### src/logic/pups_pkg.sv
// pups_pkg: constants and types shared by the sequencer device end and the supervisor end.
// assumes one 40 MHz clock, CLK_IN, and a synchronous active-high reset, SYS_RST_IN.
package pups_pkg;
    localparam int CLK_HZ          = 40_000_000;
    localparam int CLK_PERIOD_PS   = 25_000;
    localparam int PARK_LEAD_NS    = 40_000;
    localparam int PARK_LEAD_CYC   = (PARK_LEAD_NS * 1000 + CLK_PERIOD_PS - 1) / CLK_PERIOD_PS;
    localparam int GLITCH_NS       = 150;
    localparam int GLITCH_CYC      = (GLITCH_NS * 1000 + CLK_PERIOD_PS - 1) / CLK_PERIOD_PS + 1;
    localparam int PLL_LOCK_CYC    = 64;
    localparam int FLASH_LOAD_CYC  = 256;
    localparam int PARK_DONE_CYC   = 200;
    localparam int SETTLE_CYC      = 32;
    localparam int REFSEL_24M      = 1;
    localparam int CNT_W           = 12;

    typedef enum logic [2:0] {
        PUPS_RESET  = 3'b000,
        PUPS_PLL    = 3'b001,
        PUPS_FLASH  = 3'b010,
        PUPS_READY  = 3'b011,
        PUPS_RUN    = 3'b100,
        PUPS_PARK   = 3'b101,
        PUPS_OFF    = 3'b110
    } pups_state_t;

    typedef enum logic [1:0] {
        PUPS_SUP_HOLD  = 2'b00,
        PUPS_SUP_WAIT  = 2'b01,
        PUPS_SUP_LIVE  = 2'b10,
        PUPS_SUP_DRAIN = 2'b11
    } pups_sup_t;
endpackage : pups_pkg

### src/logic/pups_if.sv
// pups_if: pins between the sequencer device and its supervisor/host.
// resolves the pull-up on the attention line from its enable: attn_line is high while attn_oe_n is set.
`timescale 1ns/1ps
`default_nettype none
interface pups_if;
    logic system_reset_low;
    logic fast_park_warning_low;
    logic projector_power_request;
    logic attn_out;
    logic attn_oe_n;
    logic attn_line;
    assign attn_line = attn_oe_n ? 1'b1 : attn_out;
    modport device (
        input  system_reset_low, fast_park_warning_low, projector_power_request, attn_line,
        output attn_out, attn_oe_n
    );
    modport host (
        output system_reset_low, fast_park_warning_low, projector_power_request,
        input  attn_line
    );
endinterface : pups_if
`default_nettype wire

### src/logic/pups_device.sv
// pups_device: power-up init and fast-park sequencer of the display controller.
// assumes pins from the supervisor are asynchronous to CLK_IN.
`timescale 1ns/1ps
`default_nettype none
module pups_device #(
    parameter int PLL_CYC   = pups_pkg::PLL_LOCK_CYC,
    parameter int FLASH_CYC = pups_pkg::FLASH_LOAD_CYC,
    parameter int PARK_CYC  = pups_pkg::PARK_DONE_CYC
) (
    input  wire logic CLK_IN,
    input  wire logic SYS_RST_IN,
    pups_if.device    PINS,
    input  wire logic REF_24M_SEL_IN,
    input  wire logic PLL_LOCKED_IN,
    output logic      PLL_ENABLE_OUT,
    output logic      PLL_DIV_24M_OUT,
    output logic      FLASH_LOAD_OUT,
    output logic      FLASH_IO_ACTIVE_OUT,
    output logic      LED_SELECT_0_OUT,
    output logic      LED_SELECT_0_OE_N_OUT,
    output logic      LED_SELECT_1_OUT,
    output logic      LED_SELECT_1_OE_N_OUT,
    output logic      FLASH_SEL_OE_N_OUT,
    output logic      BIDIR_OE_N_OUT,
    output logic      PROJECTING_OUT,
    output logic      MIRROR_PARK_OUT,
    output logic      INIT_DONE_OUT
);
    import pups_pkg::*;

    // ****************************************
    // pin synchronisers
    // ****************************************
    logic [1:0] rst_sync;
    logic [1:0] park_sync;
    logic [1:0] pwr_sync;
    logic       rst_live;
    always_ff @(posedge CLK_IN) begin
        if (SYS_RST_IN) begin
            rst_sync  <= 2'b00;
            park_sync <= 2'b11;
            pwr_sync  <= 2'b00;
        end else begin
            rst_sync  <= {rst_sync[0], PINS.system_reset_low};
            park_sync <= {park_sync[0], PINS.fast_park_warning_low};
            pwr_sync  <= {pwr_sync[0], PINS.projector_power_request};
        end
    end
    assign rst_live = rst_sync[1];

    // ****************************************
    // park warning glitch filter
    // ****************************************
    logic [CNT_W-1:0] flt_cnt;
    logic [CNT_W-1:0] next_flt_cnt;
    logic             park_ok;
    logic             next_park_ok;
    always_comb begin
        next_flt_cnt = '0;
        next_park_ok = park_ok;
        if (park_sync[1] != park_ok) begin
            next_flt_cnt = flt_cnt + 12'h001;
            if (flt_cnt == CNT_W'(GLITCH_CYC - 1)) begin
                next_park_ok = park_sync[1];
                next_flt_cnt = '0;
            end
        end
    end
    always_ff @(posedge CLK_IN) begin
        if (SYS_RST_IN || !rst_live) begin
            flt_cnt <= '0;
            park_ok <= 1'b1;
        end else begin
            flt_cnt <= next_flt_cnt;
            park_ok <= next_park_ok;
        end
    end

    // ****************************************
    // init and park sequence
    // ****************************************
    pups_state_t      state;
    pups_state_t      next_state;
    logic [CNT_W-1:0] cnt;
    logic [CNT_W-1:0] next_cnt;
    always_comb begin
        next_state = state;
        next_cnt   = cnt + 12'h001;
        unique case (state)
            PUPS_RESET: begin
                next_cnt   = '0;
                next_state = PUPS_PLL;
            end
            PUPS_PLL: begin
                if (PLL_LOCKED_IN && cnt >= CNT_W'(PLL_CYC)) begin
                    next_state = PUPS_FLASH;
                    next_cnt   = '0;
                end
            end
            PUPS_FLASH: begin
                if (cnt == CNT_W'(FLASH_CYC - 1)) begin
                    next_state = PUPS_READY;
                    next_cnt   = '0;
                end
            end
            PUPS_READY: begin
                next_cnt = '0;
                if (pwr_sync[1]) begin
                    next_state = PUPS_RUN;
                end
            end
            PUPS_RUN: begin
                next_cnt = '0;
                if (!park_ok || !pwr_sync[1]) begin
                    next_state = PUPS_PARK;
                end
            end
            PUPS_PARK: begin
                if (cnt == CNT_W'(PARK_CYC - 1)) begin
                    next_state = PUPS_OFF;
                    next_cnt   = '0;
                end
            end
            PUPS_OFF: begin
                next_cnt = '0;
                if (pwr_sync[1] && park_ok) begin
                    next_state = PUPS_RUN;
                end
            end
            default: begin
                next_state = PUPS_RESET;
                next_cnt   = '0;
            end
        endcase
        if (state == PUPS_READY && !park_ok) begin
            next_state = PUPS_OFF;
        end
    end
    always_ff @(posedge CLK_IN) begin
        if (SYS_RST_IN || !rst_live) begin
            state <= PUPS_RESET;
            cnt   <= '0;
        end else begin
            state <= next_state;
            cnt   <= next_cnt;
        end
    end

    // ****************************************
    // registered pin drive
    // ****************************************
    logic in_reset;
    logic initing;
    assign in_reset = (state == PUPS_RESET);
    assign initing  = (state == PUPS_PLL) || (state == PUPS_FLASH);
    always_ff @(posedge CLK_IN) begin
        if (SYS_RST_IN || !rst_live) begin
            PINS.attn_out         <= 1'b0;
            PINS.attn_oe_n        <= 1'b1;
            PLL_ENABLE_OUT        <= 1'b0;
            PLL_DIV_24M_OUT       <= 1'b0;
            FLASH_LOAD_OUT        <= 1'b0;
            FLASH_IO_ACTIVE_OUT   <= 1'b0;
            LED_SELECT_0_OUT      <= 1'b0;
            LED_SELECT_0_OE_N_OUT <= 1'b1;
            LED_SELECT_1_OUT      <= 1'b0;
            LED_SELECT_1_OE_N_OUT <= 1'b1;
            FLASH_SEL_OE_N_OUT    <= 1'b1;
            BIDIR_OE_N_OUT        <= 1'b1;
            PROJECTING_OUT        <= 1'b0;
            MIRROR_PARK_OUT       <= 1'b0;
            INIT_DONE_OUT         <= 1'b0;
        end else begin
            PINS.attn_out         <= initing || in_reset;
            PINS.attn_oe_n        <= 1'b0;
            PLL_ENABLE_OUT        <= 1'b1;
            PLL_DIV_24M_OUT       <= (REF_24M_SEL_IN == REFSEL_24M[0]);
            FLASH_LOAD_OUT        <= (next_state == PUPS_FLASH);
            FLASH_IO_ACTIVE_OUT   <= 1'b1;
            LED_SELECT_0_OUT      <= (next_state == PUPS_RUN);
            LED_SELECT_0_OE_N_OUT <= 1'b0;
            LED_SELECT_1_OUT      <= (next_state == PUPS_RUN);
            LED_SELECT_1_OE_N_OUT <= 1'b0;
            FLASH_SEL_OE_N_OUT    <= 1'b0;
            BIDIR_OE_N_OUT        <= 1'b0;
            PROJECTING_OUT        <= (next_state == PUPS_RUN);
            MIRROR_PARK_OUT       <= (next_state == PUPS_PARK);
            INIT_DONE_OUT         <= !(initing || in_reset);
        end
    end
endmodule : pups_device
`default_nettype wire

### src/flat_wrapper.sv
// flat-port wrapper written by rule: the top's interface ports become plain ports
module pups_device_flat import pups_pkg::*;
#(
    parameter int PLL_CYC   = pups_pkg::PLL_LOCK_CYC,
    parameter int FLASH_CYC = pups_pkg::FLASH_LOAD_CYC,
    parameter int PARK_CYC  = pups_pkg::PARK_DONE_CYC
)
  (CLK_IN, SYS_RST_IN, REF_24M_SEL_IN, PLL_LOCKED_IN, PLL_ENABLE_OUT, PLL_DIV_24M_OUT, FLASH_LOAD_OUT, FLASH_IO_ACTIVE_OUT, LED_SELECT_0_OUT, LED_SELECT_0_OE_N_OUT, LED_SELECT_1_OUT, LED_SELECT_1_OE_N_OUT, FLASH_SEL_OE_N_OUT, BIDIR_OE_N_OUT, PROJECTING_OUT, MIRROR_PARK_OUT, INIT_DONE_OUT, PINS_system_reset_low, PINS_fast_park_warning_low, PINS_projector_power_request, PINS_attn_out, PINS_attn_oe_n);
  pups_if PINS_i ();
  input  wire logic CLK_IN;
  input  wire logic SYS_RST_IN;
  input  wire logic REF_24M_SEL_IN;
  input  wire logic PLL_LOCKED_IN;
  output logic PLL_ENABLE_OUT;
  output logic PLL_DIV_24M_OUT;
  output logic FLASH_LOAD_OUT;
  output logic FLASH_IO_ACTIVE_OUT;
  output logic LED_SELECT_0_OUT;
  output logic LED_SELECT_0_OE_N_OUT;
  output logic LED_SELECT_1_OUT;
  output logic LED_SELECT_1_OE_N_OUT;
  output logic FLASH_SEL_OE_N_OUT;
  output logic BIDIR_OE_N_OUT;
  output logic PROJECTING_OUT;
  output logic MIRROR_PARK_OUT;
  output logic INIT_DONE_OUT;
  input wire logic [$bits(PINS_i.system_reset_low)-1:0] PINS_system_reset_low;
  input wire logic [$bits(PINS_i.fast_park_warning_low)-1:0] PINS_fast_park_warning_low;
  input wire logic [$bits(PINS_i.projector_power_request)-1:0] PINS_projector_power_request;
  output wire logic [$bits(PINS_i.attn_out)-1:0] PINS_attn_out;
  output wire logic [$bits(PINS_i.attn_oe_n)-1:0] PINS_attn_oe_n;
  assign PINS_i.system_reset_low = PINS_system_reset_low;
  assign PINS_i.fast_park_warning_low = PINS_fast_park_warning_low;
  assign PINS_i.projector_power_request = PINS_projector_power_request;
  assign PINS_attn_out = PINS_i.attn_out;
  assign PINS_attn_oe_n = PINS_i.attn_oe_n;
  pups_device #(.PLL_CYC(PLL_CYC), .FLASH_CYC(FLASH_CYC), .PARK_CYC(PARK_CYC)) u_core (.CLK_IN(CLK_IN), .SYS_RST_IN(SYS_RST_IN), .PINS(PINS_i), .REF_24M_SEL_IN(REF_24M_SEL_IN), .PLL_LOCKED_IN(PLL_LOCKED_IN), .PLL_ENABLE_OUT(PLL_ENABLE_OUT), .PLL_DIV_24M_OUT(PLL_DIV_24M_OUT), .FLASH_LOAD_OUT(FLASH_LOAD_OUT), .FLASH_IO_ACTIVE_OUT(FLASH_IO_ACTIVE_OUT), .LED_SELECT_0_OUT(LED_SELECT_0_OUT), .LED_SELECT_0_OE_N_OUT(LED_SELECT_0_OE_N_OUT), .LED_SELECT_1_OUT(LED_SELECT_1_OUT), .LED_SELECT_1_OE_N_OUT(LED_SELECT_1_OE_N_OUT), .FLASH_SEL_OE_N_OUT(FLASH_SEL_OE_N_OUT), .BIDIR_OE_N_OUT(BIDIR_OE_N_OUT), .PROJECTING_OUT(PROJECTING_OUT), .MIRROR_PARK_OUT(MIRROR_PARK_OUT), .INIT_DONE_OUT(INIT_DONE_OUT));
endmodule
### config.mk
export PLATFORM = sky130hd
export DESIGN_NAME = pups_device_flat
export DESIGN_NICKNAME = d
export VERILOG_FILES = /design/src/logic/pups_pkg.sv /design/src/logic/pups_if.sv /design/src/logic/pups_device.sv /design/src/flat_wrapper.sv
export SDC_FILE = /design/constraint.sdc
export NUM_CORES = 1
export LEC_CHECK = 0
export ABC_AREA = 0
export BUFFER_PORTS_ARGS = -buffer_cell sky130_fd_sc_hd__buf_2
export CAP_MARGIN = 40
export CELL_PAD_IN_SITES_DETAIL_PLACEMENT = 1
export CELL_PAD_IN_SITES_GLOBAL_PLACEMENT = 1
export CORE_ASPECT_RATIO = 1.25
export CORE_MARGIN = 4
export CORE_UTILIZATION = 47
export CTS_CLUSTER_DIAMETER = 40
export DETAILED_ROUTE_END_ITERATION = 10
export PLACE_DENSITY = 0.84
export SETUP_SLACK_MARGIN = 0.1
export SLEW_MARGIN = 20
export SYNTH_ARGS = -nofsm -noshare
export SYNTH_HDL_FRONTEND = slang
export SYNTH_SLANG_ARGS = --single-unit
### constraint.sdc
create_clock -name CLK_IN -period 3.2 [get_ports CLK_IN]
set_input_delay 0.16 -clock CLK_IN [delete_from_list [all_inputs] [get_ports CLK_IN]]
set_output_delay 0.16 -clock CLK_IN [all_outputs]
set_load 0.005 [all_outputs]
; ---- Word level (Yosys, flattened, before mapping)
; Cells that the tools add are included.
; Widths: inputs -> output; s select.
[op_classes]
add_sub_neg = 2
order_cmp = 1
n_eq_ne = 13
n_reduce_logical = 14
muxes = 14
n_bitwise = 1
[ops]
columns = operator, count
row1 = $mux 12, 3
row2 = $pmux 12 s3, 1
row3 = $add 12x1->12 const B, 2
row4 = $eq 12x8->1 const B, 2
row5 = $mux 3, 7
row6 = $pmux 3 s7, 1
row7 = $eq 3x3->1 const B, 5
row8 = $eq 12x3->1 const B, 1
row9 = $ge 12x7->1 const B, 1
row10 = $eq 3x2->1 const B, 3
row11 = $logic_not 1->1, 4
row12 = $logic_or 1x1->1, 4
row13 = $eq 3x1->1 const B, 1
row14 = $logic_and 1x1->1, 3
row15 = $logic_not 3->1, 1
row16 = $reduce_or 3->1, 1
row17 = $mux 1, 2
row18 = $reduce_and 2->1, 1
row19 = $ne 1x1->1, 1
row20 = $not 1->1, 1
[word_totals]
out_inout_bits = 15
reg_bits = 42
in_bits = 7

; ---- Depth between registers and ports, before layout
[logic_depth]
word_depth = 6
ltp_mapped = 7
depth_no_buf = 6

; ---- Worst setup path before layout
; Ideal clock, no wire load.
[synth_path]
path_type = reg2reg
start = register u_core.cnt[8]
end = register u_core.MIRROR_PARK_OUT
setup_time_ns = 0.100
period_less_slack_ns = 1.921
setup_slack_ns = 1.279
path_buffers = 0
t_arrival_ns = 1.821
path_stages_with_launch = 5
path_cell_list = dfxtp_1 -> or4_4 -> o311a_1 -> or3_4 -> a2111oi_4
[synth_via]
elab_chain_len = 6
[synth_lines]
columns = element, line
row1 = start: declaration, pups_device.sv:84  ; logic [CNT_W-1:0] cnt;
row2 = start signal: assignment, pups_device.sv:145  ; cnt <= next_cnt;
row3 = $ge 12x7->1, pups_device.sv:95  ; if (PLL_LOCKED_IN && cnt >= CNT_W'(PLL_CYC)) begin
row4 = $logic_and 1x1->1, pups_device.sv:95
row5 = $mux 3, pups_device.sv:95
row6 = $pmux 3 s7 (*), pups_device.sv:89  ; unique case (state)
row7 = $mux 3 (*), pups_device.sv:135  ; if (state == PUPS_READY && !park_ok) begin
row8 = $eq 3x3->1 (*), pups_device.sv:187  ; MIRROR_PARK_OUT <= (next_state == PUPS_PARK);
row9 = end signal: assignment, pups_device.sv:187
row10 = end: declaration, pups_device.sv:26  ; output logic MIRROR_PARK_OUT,
; Mark *: on every way between the ends. The rest lies on a longest branch, timed or not.
; A chain may end at the register's enable or synchronous reset.

; ---- Worst setup path after layout
; Ends and elaborated chain as after synthesis.

==> out/qor_table.md <==
| Group | Item | Value |
| --- | --- | --- |
| cells and area | Post-route standard cell area excluding fillers | 2090 µm² |
| pwr | P_leak | 0.000787 µW |
| job | # Max-Cap Violations | 0 |
| timing | Max Freq | 485 MHz |
| logic synthesis | Number of warnings issued by yosys | 0 |
| clock tree | Clock latency of the later-clocked register in the worst-skew pair | 0.29 ns |
| grt | Pin count of the biggest net entering global routing | 18 |
| worst setup path | Required time at the endpoint of the critical path | 3.39 ns |
| pwr | Maximum resistive drop on vdd | 0.302 mV |
| logic synthesis | Sequential cell area fraction in the yosys report | 44.7% |
| place | Minimum setup slack after placement | 1.16 ns |
| place | Number of buffer cells added on primary ports | 21 |
| detailed routing | Total number of vias | 1469 |
| logic synthesis | Area leader, netlist | sky130_fd_sc_hd__dfxtp_1 |
| detailed routing | First-pass iteration count of the detailed router | 4 |
| die | Initial Utilization | 49.3% |
| worst setup path | Worst setup path class | reg2reg |
| logic synthesis | Syn Std Cell Area | 1880 µm² |
| detailed routing | First DRT Iteration DRCs | 47 |
| logic synthesis | Number of enable-type register cells in the synthesized netlist | 0 |
| detailed routing | Final Routed Wirelength | 4200 µm |
| die | Die boundary width | 64.6 µm |
| timing | Unrepaired setup endpoints after global routing | false |
| grt | Global-route usage over all layers | 18.7% |
| timing | Final hold slack | 0.0472 ns |
| detailed routing | Detail Route Antenna Nets | 0 |
| cells and area | Area used by sequential logic in the layout | 841 µm² |
| timing | Final Max Tran Viols | 0 |
| cells and area | Most common cell after layout, fill and taps aside | sky130_fd_sc_hd__dfxtp_1 |
| worst setup path | Maximum fanout count along the critical path | 6 |
| pwr | Net switching fraction of the power | 19.5% |
| place | Total cell area at the placement stage | 1980 µm² |
| worst setup path | Sequence of cells on the critical path | or4_4 -> nor4_1 -> o32ai_1 -> a2111oi_4 |
| clock tree | Maximum level of the CTS H-tree | 2 |
| timing | Total Neg Setup Slack | 0 ns |
| cells and area | Layout cells sized above 1 | 16.7% |
| logic synthesis | FF+latch count, synth | 42 |
| detailed routing | DR vias/cell | 5.44 |
| worst setup path | Endpoint arrival time on the critical path | 2.25 ns |
| worst setup path | Nature of the critical path startpoint | register |
| place | Placer's final routability congestion estimate | 0.807 |
| clock tree | Post-CTS setup buffer count | 0 |
| worst setup path | CP peak stage delay | 0.58 ns |
| min path | Worst min-delay path class | in2reg |
| cells and area | Commonest non-fill, non-tap cells in the layout | 42 x sky130_fd_sc_hd__dfxtp_1, 21 x sky130_fd_sc_hd__buf_2, 17 x sky130_fd_sc_hd__nor2_1 |
| clock tree | Number of clock sinks | 42 |
| cells and area | Antenna fix cells | 0 |
| detailed routing | Routed length per placed instance | 15.6 µm |
| logic synthesis | Post-synthesis instance total | 202 |
| logic synthesis | Yosys top cell area share | 44.7% |
| clock tree | Gates resized, CTS repair | 0 |
| pwr | Pint | 787 µW |
| pwr | Clk network pwr share | 43.6% |
| clock tree | CTS tree | built |
| timing | Share of the clock period used by the worst path | 64.4% |
| logic synthesis | Count of unique library cells instantiated by Yosys | 42 |
| timing | Final Hold Vio Count | 0 |
| timing | # setup viols final | 0 |
| cells and area | Layout fillers | 476 |
| cells and area | Net count of the finished layout | 227 |
| pwr | Net switching power of the design | 191 µW |
| clock tree | Cell chosen for the clock root | sky130_fd_sc_hd__clkbuf_8 |
| die | Number of cell rows | 25 |
| grt | Gr ovfl total | 0 |
| outcome | Status | finished clean |
| logic synthesis | Share of synthesized flip-flops with an asynchronous set or reset | 0% |
| timing | Relative max-transition margin | 48.1% |
| grt | Global-route wire length before repair | 7400 µm |
| die | IO Pins | 22 |
| pwr | Seq pwr share | 54.2% |
| logic synthesis | Synthesized area divided by synthesized cell count | 9.31 µm² |
| timing | Least setup slack across all paths after layout | 1.14 ns |
| clock tree | Clock-pin slew reported for the worst setup and hold paths after clock tree synthesis | 0.08 ns |
| place | Post-DP HPWL | 2990 µm |
| cells and area | Area occupied by multi-input gates | 931 µm² |
| grt | Number of global-route vias before repair | 1564 |
| timing | Final Critical Period | 2.06 ns |
| die | DIE HEIGHT | 78.7 µm |
| cells and area | Layout overhead on the synthesized area | 11.2% |
| grt | Antenna violations before repair | 0 |
| timing | Worst Clk Skew | 0.0104 ns |
| detailed routing | Number of remaining DRC errors | 0 |
| clock tree | Inserted Clock Buffers | 5 |
| pwr | Part of the total power dissipated in combinational logic | 2.2% |
| logic synthesis | Area contributors post-synth | sky130_fd_sc_hd__dfxtp_1 45%, sky130_fd_sc_hd__xor2_1 6.5%, sky130_fd_sc_hd__nor2_1 3.4% |
| die | Placeable core area | 3820 µm² |
| pwr | Power Dens Cells | 468 nW/µm² |
| logic synthesis | Post-Synthesis Net Count | 213 |
| die | Die area | 5080 µm² |
| clock tree | CTS Hold Bufs | 0 |
| clock tree | Clk buf depth | 2 |
| logic synthesis | Synth Flop Type | sky130_fd_sc_hd__dfxtp_1 |
| worst setup path | Highest-delay cell along the critical path | sky130_fd_sc_hd__or4_4 |
| worst setup path | Endpoint class of the critical path | register |
| timing | Measured slew at the worst slew-check pin | 0.778 ns |
-- path summary, 6_finish.rpt --
| path | start | to | slack, ns | cells after the start |
|---|---|---|---|---|
| worst min register to register | u_core.park_sync[0]$_SDFF_PP1_ | u_core.park_sync[1]$_SDFF_PP1_ | 0.42 | 1 |
| worst max-delay path | u_core.cnt[8]$_SDFF_PN0_ | u_core.MIRROR_PARK_OUT$_SDFF_PN0_ | 1.14 | 4 |
| worst max register to register | u_core.cnt[8]$_SDFF_PN0_ | u_core.MIRROR_PARK_OUT$_SDFF_PN0_ | 1.14 | 4 |
| worst min-delay path | PINS_fast_park_warning_low | u_core.park_sync[0]$_SDFF_PP1_ | 0.05 | 2 |
-- synthesized netlist by cell type, types with 2 or more instances --
cell type,instances
sky130_fd_sc_hd__a21oi_1,6
sky130_fd_sc_hd__a31oi_1,2
sky130_fd_sc_hd__and2_1,2
sky130_fd_sc_hd__and3_1,6
sky130_fd_sc_hd__and3b_1,2
sky130_fd_sc_hd__and4_1,4
sky130_fd_sc_hd__buf_4,7
sky130_fd_sc_hd__clkbuf_1,8
sky130_fd_sc_hd__dfxtp_1,42
sky130_fd_sc_hd__ha_1,4
sky130_fd_sc_hd__inv_1,6
sky130_fd_sc_hd__nand2_1,8
sky130_fd_sc_hd__nand2b_1,2
sky130_fd_sc_hd__nand3_1,11
sky130_fd_sc_hd__nand4_1,8
sky130_fd_sc_hd__nor2_1,17
sky130_fd_sc_hd__nor2b_1,7
sky130_fd_sc_hd__nor3_1,12
sky130_fd_sc_hd__nor4_1,3
sky130_fd_sc_hd__nor4b_1,3
sky130_fd_sc_hd__o31ai_1,2
sky130_fd_sc_hd__or2_2,2
sky130_fd_sc_hd__xnor2_1,6
sky130_fd_sc_hd__xor2_1,14
-- through the flow --
step           cells  total power, µW  utilization (%)
6_report         270              978             54.8
5_1_grt          270             1010             54.8
4_1_cts          270              983             54.8
3_5_place_dp     263              564             51.8
3_3_place_gp     262              562             51.6
2_1_floorplan    202              556                -
-- kinds of logic after synthesis --
family	count (synthesis)	share of synthesized area, %
adders and majority gates	4	2.66
DFF	42	44.7
muxes	1	0.532
buffers and inverters	22	5.79
xor gates and xnor gates	20	9.31
and+or+nand+nor	94	28.9
AOI/OAI and AO/OA	19	8.12
-- power by group through the flow --
stage	Sequential [µW]	Clock [µW]	Combinational, µW
after floorplan	541	0	14.3
after global placement	542	0	20.0
after detailed placement	543	0	21.3
after CTS	530	431	21.5
after global routing	531	459	24.2
final	530	426	21.2
-- state kept, by name, summed over array words and instances (netlist names), 2 cells and up --
register / flops
u_core.cnt: 12
u_core.park_sync: 2
u_core.state: 3
u_core.flt_cnt: 12
u_core.pwr_sync: 2
u_core.rst_sync: 2
-- area by class of cell --
type,count,share of cell area [%]
well taps,54,3.23
clock inverters,1,1.44
repair buffers,22,5.39
multi-input cells,138,44.5
flip-flops and latches,42,40.2
inverters,7,1.26
clock buffers,6,3.95
-- critical path: cells and delay by family, from the launching register on --
family | cells | cell delay, ns
AND/OR/NAND/NOR | 2 | 1.02
AO/OA/AOI/OAI | 2 | 0.58
flip-flops | 1 | 0.37
-- metal layers --
layer	GRT usage, %	vias up	wire, µm
met3	4.95	5	131
met1	20.1	718	1700
met4	5.50	0	48
li1	-	727	-
met5	0	-	0
met2	35.3	19	2320
(Power assumes the default switching activity.)
